[config.mk]
export PLATFORM = sky130hd
export DESIGN_NAME = qpc_top
export DESIGN_NICKNAME = d
export VERILOG_FILES = /design/src/rtl/qpc_pkg.sv /design/src/rtl/qpc_phase_decoder.sv /design/src/rtl/qpc_top.sv
export SDC_FILE = /design/constraint.sdc
export NUM_CORES = 1
export LEC_CHECK = 0
export ABC_AREA = 1
export BUFFER_PORTS_ARGS = -buffer_cell sky130_fd_sc_hd__buf_2
export CORE_MARGIN = 2
export CORE_UTILIZATION = 45
export CTS_CLUSTER_SIZE = 10
export DETAILED_ROUTE_END_ITERATION = 6
export PLACE_DENSITY = 0.65
export SLEW_MARGIN = 20
export SYNTH_ARGS = -nofsm -noshare
export SYNTH_HDL_FRONTEND = slang
export SYNTH_SLANG_ARGS = --single-unit
export TNS_END_PERCENT = 50
[constraint.sdc]
create_clock -name clk -period 4.64 [get_ports clk]
set_input_delay 0.464 -clock clk [delete_from_list [all_inputs] [get_ports clk]]
set_output_delay 0.464 -clock clk [all_outputs]
set_load 0.03 [all_outputs]
[src/rtl/qpc_pkg.sv]
// constants and field layout of the quadrature position counter
// ----------------------------------------------------------------
// Summary of operation
// - 32-bit read/write position count, zero after reset
// - count mode field picks the operating mode
// - quadrature mode decodes phases into pulses, direction
// - external mode: phase a counts, phase b direction
// - gated mode: phase a counts, b gates when enabled
// - timer mode counts divided bus clock ticks
// ----------------------------------------------------------------
package qpc_pkg;
	// register byte addresses
	localparam logic [7:0] OFS_POSITION = 8'h00;
	localparam logic [7:0] OFS_CONTROL = 8'h04;
	localparam logic [7:0] OFS_STATUS = 8'h08;
	localparam int ADDR_W = 8; // decoded address bits
	localparam int POS_W = 32; // position counter width
	localparam logic [31:0] POS_RESET = 32'h0000_0000;
	// encoder_control_register fields
	localparam int CTL_MODE_LSB = 0; // count_mode_select, 2 bits
	localparam int CTL_GATE_BIT = 2; // gate_enable_bit
	localparam int CTL_DIV_LSB = 4; // internal_clock_divider, 3 bits
	localparam int MODE_W = 2;
	localparam int DIV_W = 3;
	localparam int PRESC_W = 7; // holds up to 2^7 - 1
	// status register fields
	localparam int STA_DIR_BIT = 0; // last counted direction, 1 = up
	// count_mode_select codes
	localparam logic [1:0] MODE_QUAD = 2'h0;
	localparam logic [1:0] MODE_EXT_DIR = 2'h1;
	localparam logic [1:0] MODE_EXT_GATE = 2'h2;
	localparam logic [1:0] MODE_TIMER = 2'h3;
	localparam logic [1:0] CTL_MODE_RESET = 2'h0;
	localparam logic [2:0] CTL_DIV_RESET = 3'h0;
	// ahb-lite encodings
	localparam logic [1:0] HTRANS_NONSEQ = 2'h2;
	localparam int HTRANS_ACTIVE_BIT = 1;
endpackage : qpc_pkg

[src/rtl/qpc_phase_decoder.sv]
// pin synchroniser and quadrature decoder for the two phase inputs
`timescale 1ns/100ps
module qpc_phase_decoder (
	// clocking
	input wire logic clk,
	input wire logic rst_n,
	input wire logic ce,
	// encoder pins
	input wire logic phase_a_input,
	input wire logic phase_b_input,
	// decoded events
	output logic a_rise, // phase a rising edge, one cycle
	output logic b_level, // synchronised phase b
	output logic quad_step, // one quadrature transition
	output logic quad_up // direction of that transition
);
	// ----------------------------------------------------------------
	// state
	// ----------------------------------------------------------------
	typedef struct packed {
		logic [1:0] meta; // first synchroniser stage, a then b
		logic [1:0] sync; // second stage
		logic [1:0] prev; // previous synchronised value
	} qpc_dec_state_t;

	qpc_dec_state_t st; // registered state
	qpc_dec_state_t next_st; // next state

	// shift the pins through two flops, then one more for edges
	always_comb begin
		next_st = st;
		next_st.meta = {phase_a_input, phase_b_input};
		next_st.sync = st.meta;
		next_st.prev = st.sync;
	end

	// whole struct frozen while ce is low
	always_ff @(posedge clk or negedge rst_n) begin
		if (!rst_n) begin
			st <= '0;
		end else if (ce) begin
			st <= next_st;
		end
	end

	// ----------------------------------------------------------------
	// decoding, only from synchronised stages
	// ----------------------------------------------------------------
	assign a_rise = st.sync[1] & ~st.prev[1];
	assign b_level = st.sync[0];
	// one phase changed but not both: a legal gray step; a double jump is dropped
	assign quad_step = (st.sync[1] ^ st.prev[1]) ^ (st.sync[0] ^ st.prev[0]);
	// phase b leading phase a counts up
	assign quad_up = st.prev[1] ^ st.sync[0];
endmodule : qpc_phase_decoder

[src/rtl/qpc_top.sv]
// quadrature position counter with ahb-lite register slave
`timescale 1ns/100ps
module qpc_top (
	// clocking
	input wire logic clk,
	input wire logic rst_n,
	input wire logic ce,
	// ahb-lite slave
	input wire logic hsel,
	input wire logic [31:0] haddr,
	input wire logic [1:0] htrans,
	input wire logic hwrite,
	input wire logic [2:0] hsize,
	input wire logic [31:0] hwdata,
	input wire logic hready,
	output logic hreadyout,
	output logic hresp,
	output logic [31:0] hrdata,
	// encoder pins
	input wire logic phase_a_input,
	input wire logic phase_b_input
);
	// ----------------------------------------------------------------
	// state
	// ----------------------------------------------------------------
	typedef struct packed {
		logic [qpc_pkg::POS_W-1:0] pos; // position_counter_register
		logic [qpc_pkg::MODE_W-1:0] mode; // count_mode_select
		logic gate_en; // gate_enable_bit
		logic [qpc_pkg::DIV_W-1:0] div; // internal_clock_divider
		logic [qpc_pkg::PRESC_W-1:0] presc; // timer prescaler
		logic last_up; // direction of last count
		logic dph_valid; // data phase pending
		logic dph_write; // pending transfer is a write
		logic [qpc_pkg::ADDR_W-1:0] dph_addr; // pending address
		logic [31:0] rdata; // read data register
	} qpc_state_t;

	qpc_state_t st; // registered state
	qpc_state_t next_st; // next state

	// decoder outputs
	logic a_rise;
	logic b_level;
	logic quad_step;
	logic quad_up;

	// count qualification
	logic cnt_pulse; // qualified count pulse
	logic cnt_up; // its direction
	logic tick; // prescaler terminal count
	logic addr_take; // address phase accepted

	// ----------------------------------------------------------------
	// functions
	// ----------------------------------------------------------------
	// terminal count of the prescaler, divide by two to the div
	function automatic logic [qpc_pkg::PRESC_W-1:0] qpc_div_last(
		input logic [qpc_pkg::DIV_W-1:0] d);
		logic [qpc_pkg::PRESC_W:0] one;
		one = {{qpc_pkg::PRESC_W{1'b0}}, 1'b1};
		qpc_div_last = qpc_pkg::PRESC_W'((one << d) - 1'b1);
	endfunction : qpc_div_last

	// register read mux, unmapped reads as zero
	function automatic logic [31:0] qpc_read(input qpc_state_t s,
		input logic [qpc_pkg::ADDR_W-1:0] a);
		qpc_read = '0;
		case (a)
			qpc_pkg::OFS_POSITION: begin
				qpc_read = s.pos;
			end
			qpc_pkg::OFS_CONTROL: begin
				qpc_read[qpc_pkg::CTL_MODE_LSB +: qpc_pkg::MODE_W] = s.mode;
				qpc_read[qpc_pkg::CTL_GATE_BIT] = s.gate_en;
				qpc_read[qpc_pkg::CTL_DIV_LSB +: qpc_pkg::DIV_W] = s.div;
			end
			qpc_pkg::OFS_STATUS: begin
				qpc_read[qpc_pkg::STA_DIR_BIT] = s.last_up;
			end
			default: begin
				qpc_read = '0;
			end
		endcase
	endfunction : qpc_read

	// ----------------------------------------------------------------
	// phase pins
	// ----------------------------------------------------------------
	qpc_phase_decoder u_dec (
		.clk(clk),
		.rst_n(rst_n),
		.ce(ce),
		.phase_a_input(phase_a_input),
		.phase_b_input(phase_b_input),
		.a_rise(a_rise),
		.b_level(b_level),
		.quad_step(quad_step),
		.quad_up(quad_up)
	);

	// ----------------------------------------------------------------
	// bus handshake
	// ----------------------------------------------------------------
	// no wait states, but a frozen block holds the bus off
	assign hreadyout = ce;
	assign hresp = 1'b0;
	assign hrdata = st.rdata;
	assign addr_take = hsel & hready & htrans[qpc_pkg::HTRANS_ACTIVE_BIT];

	// ----------------------------------------------------------------
	// count source selection
	// ----------------------------------------------------------------
	assign tick = (st.presc == qpc_div_last(st.div));

	// pick pulse and direction by mode
	always_comb begin
		cnt_pulse = 1'b0;
		cnt_up = 1'b1;
		case (st.mode)
			qpc_pkg::MODE_QUAD: begin
				cnt_pulse = quad_step;
				cnt_up = quad_up;
			end
			qpc_pkg::MODE_EXT_DIR: begin
				cnt_pulse = a_rise;
				cnt_up = b_level;
			end
			qpc_pkg::MODE_EXT_GATE: begin
				// gate low blocks pulses only when enabled
				cnt_pulse = a_rise & (~st.gate_en | b_level);
			end
			qpc_pkg::MODE_TIMER: begin
				cnt_pulse = tick;
			end
			default: begin
				cnt_pulse = 1'b0;
			end
		endcase
	end

	// ----------------------------------------------------------------
	// next state
	// ----------------------------------------------------------------
	always_comb begin
		next_st = st;
		// prescaler runs only in timer mode so the first tick is a full period
		if (st.mode != qpc_pkg::MODE_TIMER || tick) begin
			next_st.presc = '0;
		end else begin
			next_st.presc = st.presc + 1'b1;
		end
		// counting, wraps naturally in 32 bits
		if (cnt_pulse) begin
			next_st.last_up = cnt_up;
			if (cnt_up) begin
				next_st.pos = st.pos + 1'b1;
			end else begin
				next_st.pos = st.pos - 1'b1;
			end
		end
		// data phase write; software write beats a count in the same cycle
		if (st.dph_valid && st.dph_write) begin
			case (st.dph_addr)
				qpc_pkg::OFS_POSITION: begin
					next_st.pos = hwdata;
				end
				qpc_pkg::OFS_CONTROL: begin
					next_st.mode = hwdata[qpc_pkg::CTL_MODE_LSB +: qpc_pkg::MODE_W];
					next_st.gate_en = hwdata[qpc_pkg::CTL_GATE_BIT];
					next_st.div = hwdata[qpc_pkg::CTL_DIV_LSB +: qpc_pkg::DIV_W];
					next_st.presc = '0;
				end
				default: begin
					// unmapped or read-only: ignored
				end
			endcase
		end
		// address phase
		next_st.dph_valid = addr_take;
		if (addr_take) begin
			next_st.dph_write = hwrite;
			next_st.dph_addr = haddr[qpc_pkg::ADDR_W-1:0];
			// read value sampled at address-phase edge
			next_st.rdata = hwrite ? st.rdata : qpc_read(st, haddr[qpc_pkg::ADDR_W-1:0]);
		end
	end

	// ----------------------------------------------------------------
	// state register
	// ----------------------------------------------------------------
	always_ff @(posedge clk or negedge rst_n) begin
		if (!rst_n) begin
			st <= '0;
			st.pos <= qpc_pkg::POS_RESET;
			st.mode <= qpc_pkg::CTL_MODE_RESET;
			st.div <= qpc_pkg::CTL_DIV_RESET;
			st.last_up <= 1'b1;
		end else if (ce) begin
			st <= next_st;
		end
	end
endmodule : qpc_top

==> out/results.txt <==
The total congestion overflow after global routing is 0, and the overall track demand over capacity in global routing is 23.4%. The final antenna diode count came out at 0. Dividing total power by cell area gives a power density of 266 mW/mm2. The post-synthesis cell type with the largest combined area is sky130_fd_sc_hd__dfrtp_1.

The die covers 0.0180 mm2. Each instance of the synthesized netlist takes up on average 6.23 um2. The post-synthesis net count is 1336, and the flip-flop and latch count after synthesis is 94. The HPWL after detailed placement is 15800 um. For the via count of the first global-routing pass, the log shows 6824. After clock tree synthesis, the setup repair step added 0 buffers. The tools report the H-tree depth as 3.

Synthesis handed over a netlist of 1225 instances. The worst register-to-register path has a setup slack of 1.65 ns. The ratio of final minimum period to clock period was 64.4%; the number of buffers added by the clock tree synthesis step was 9. For the pin with the worst max-slew slack, the measured transition is 1.04 ns. The horizontal extent of the die works out to 134 um. In this run, distinct cell masters in the synthesized netlist total 37.

The tools report the global placement routability congestion as 0.964. In this run, post-CTS repair resized a total of 0 instances. Initial DRC count: 551.

From synthesis to final layout, the design area changed by 8.23%. The minimum setup slack in the final design is 1.65 ns. The worst register-to-register path has a depth of 17. Yosys mapped a number of flops with a built-in enable equal to 0.

Measured against its own limit, the worst slew margin works out to 30.8%. The initial antenna violation count is 0, and the total wirelength of the detailed-routed design is 20200 um. The run gives 2 as the maximum clock insertion buffer count. The max-slew violation count was 0. The area share of the largest cell type after synthesis is 30.5%. The detail route stage leaves a number of antenna-violating nets equal to 0.

The pre-antenna-repair detailed-routing pass consisted of 5 iterations. The proportion of layout cells with a drive suffix above 1 was 9.34%. The tools report the clock latency on the worst-skew pair as 0.35 ns.

The routed via count is 7382, and the number of setup violations in the final report is 0. For this run, the top clock speed supported by timing is 334 MHz. Hold buffer count at CTS: 0. The run gives 0 as the hold violation count in the final report. The die outline height works out to 134 um. For this run, asynchronously set or reset flops after synthesis account for 100%. The yosys synthesis warning count was 0; the per-cell via count in the routed design was 4.98. The mapped netlist covers 0.00763 mm2. Dividing the detail-routed wire length by the instance count gives 13.6 um. The tools report the element type at the critical path end as a flop.

The root buffer cell chosen for the clock tree is sky130_fd_sc_hd__clkbuf_16. The tool flagged a number of max-cap violations equal to 0. For this design the static power due to leakage is 5.01 nW.

The setup path with the least slack is of type reg2reg. Clock-pin slew on the worst setup and hold paths: 0.07 ns. Port buffering added 81 buffers. In the post-synthesis netlist, the biggest area contributors are sky130_fd_sc_hd__dfrtp_1, sky130_fd_sc_hd__nand2_1, sky130_fd_sc_hd__inv_1. In this run the standard cell core region covers 0.0166 mm2. Fill cells in the final layout number 1730. For the final database, setup skew stands at 0.0100 ns.

Setup repair after global routing left no endpoint under its margin. The share of the Yosys chip area taken by registers is 30.8%. Among all flip-flop cells after synthesis, the most frequent one is sky130_fd_sc_hd__dfrtp_1.

Clock tree synthesis found a total of 94 sinks. In this run the worst path has a maximum fanout of 32. In the final design database the tool counted 1369 nets. The tools report the capture point of the worst reg-to-reg path as st[81].

Path type of the worst min-delay path: in2async. At the worst endpoint, the arrival time is 3.23 ns. STA puts the critical path data required time at 4.88 ns. The tools report the count of boundary I/O pins as 111. After synthesis, the most frequently instantiated cells are sky130_fd_sc_hd__nand2_1, sky130_fd_sc_hd__inv_1, sky130_fd_sc_hd__nand3_1.

The run gives 0 as the DRC violations left. TritonCTS built the clock tree. The tools report the largest net degree at the start of global routing as 60. The first-pass GRT wire length is 33900 um.

The tools report the origin of the critical flop-to-flop path as st[54]. The tools report the nature of the critical path startpoint as a flop. The cell row count was 47. sky130_fd_sc_hd__nand2_1 is the most common cell in the netlist. VDD sags by at most 0.214 mV. The flow ran to the end, and the final reports show no timing, DRC or antenna violations. Prior to clock tree synthesis, the placed netlist has a worst setup slack of 1.72 ns. For this configuration, the core starts out at a cell density of 46.0%. The post-layout minimum cycle time works out to 2.99 ns.

Total negative slack for setup checks: 0 ns.
## logic make-up after synthesis
group                    share of synthesized area, %
AO/OA/AOI/OAI                                    7.59
XOR/XNOR                                         2.18
adder cells (fa/ha/maj)                          5.67
buffers and inverters                            14.6
flip-flops                                       30.8
multiplexers                                    0.148
other                                          0.0491
AND/OR/NAND/NOR                                  38.9
## where the power goes
| part | internal (W) | switching [W] |
|---|---|---|
| clock | 0.000422 | 0.000336 |
| sequential | 0.000901 | 0.0000951 |
| combinational | 0.000166 | 0.000274 |
## worst max-delay path by stage
| stage | startpoint | endpoint | slack [ns] | cells past startpoint |
|---|---|---|---|---|
| finish | st[54] | st[81] | 1.65 | 17 |
| global placement | st[54] | st[87] | 1.74 | 19 |
| floorplan | st[54] | st[87] | 1.88 | 18 |
| detailed placement | st[54] | st[87] | 1.72 | 19 |
| global route | st[54] | st[87] | 1.31 | 19 |
| CTS | st[54] | st[81] | 1.69 | 17 |
## layer usage
metal  track usage, %  up-vias  share of wire [%]
met5                0        -                  0
li1                 -     3858                  -
met3             3.06       20                4.8
met2             36.2      167                 44
met1             34.6     3337                 50
met4             5.56        0                1.3
## worst max-delay path, cell delays in order, from the launching register on
cell and delay [ns]:
sky130_fd_sc_hd__dfrtp_1 0.43, sky130_fd_sc_hd__o21ai_0 0.18, sky130_fd_sc_hd__nand3_1 0.14, sky130_fd_sc_hd__inv_1 0.08, sky130_fd_sc_hd__buf_4 0.36, sky130_fd_sc_hd__ha_1 0.36
sky130_fd_sc_hd__nand2_1 0.16, sky130_fd_sc_hd__inv_1 0.07, sky130_fd_sc_hd__a21oi_1 0.26, sky130_fd_sc_hd__nand3_1 0.21, sky130_fd_sc_hd__nand2_1 0.14, sky130_fd_sc_hd__nand3_1 0.08
sky130_fd_sc_hd__nand2_1 0.06, sky130_fd_sc_hd__nand2_1 0.07, sky130_fd_sc_hd__nand2_1 0.08, sky130_fd_sc_hd__nand3_1 0.07, sky130_fd_sc_hd__nand2_1 0.08, sky130_fd_sc_hd__nand2_1 0.05
## stage by stage
step / utilization, % / area [um2] / hold WS, ns / power (W) / std cells
after global routing: 49.8 / 8260 / 0.256 / 0.00233 / 1483
after global placement: 48.0 / 7960 / 0.459 / 0.00144 / 1467
after detailed placement: 48.0 / 7960 / 0.461 / 0.00145 / 1467
after CTS: 49.8 / 8260 / 0.220 / 0.00221 / 1483
final: 49.8 / 8260 / 0.180 / 0.00220 / 1483
after floorplan: - / 7630 / 0.168 / 0.00130 / 1225
## area by class of cell
class                           instances  area [um2]  area share (%)
Multi-Input combinational cell        879        4170            50.5
Sequential cell                        94        2350            28.5
Inverter                              186         698            8.45
Timing Repair Buffer                   88         460            5.58
Tap cell                              220         275            3.33
Clock buffer                           10         229            2.77
Clock inverter                          6        68.8           0.833
## state kept, by name (all words and copies together) (netlist names)
register       cells
st                56
hrdata            32
u_dec.next_st      3
u_dec.st           2
u_dec.b_level      1
## placed cells by master, fill, tap and decap left out, types with 2 or more instances in the layout
master / count
sky130_fd_sc_hd__a21o_1: 2
sky130_fd_sc_hd__a21oi_1: 30
sky130_fd_sc_hd__a31oi_1: 2
sky130_fd_sc_hd__and2_1: 4
sky130_fd_sc_hd__buf_2: 80
sky130_fd_sc_hd__buf_4: 8
sky130_fd_sc_hd__clkbuf_16: 9
sky130_fd_sc_hd__dfrtp_1: 93
sky130_fd_sc_hd__ha_1: 33
sky130_fd_sc_hd__inv_1: 183
sky130_fd_sc_hd__inv_2: 3
sky130_fd_sc_hd__inv_6: 2
sky130_fd_sc_hd__nand2_1: 490
sky130_fd_sc_hd__nand2_2: 2
sky130_fd_sc_hd__nand2_4: 2
sky130_fd_sc_hd__nand3_1: 128
sky130_fd_sc_hd__nand3b_1: 2
sky130_fd_sc_hd__nand4_1: 18
sky130_fd_sc_hd__nor2_1: 61
sky130_fd_sc_hd__nor3_1: 10
sky130_fd_sc_hd__o211ai_1: 4
sky130_fd_sc_hd__o21ai_0: 51
sky130_fd_sc_hd__o21bai_1: 4
sky130_fd_sc_hd__o22ai_1: 5
sky130_fd_sc_hd__xnor2_1: 2
sky130_fd_sc_hd__xor2_1: 17
Power figures use the tool's default switching activity.
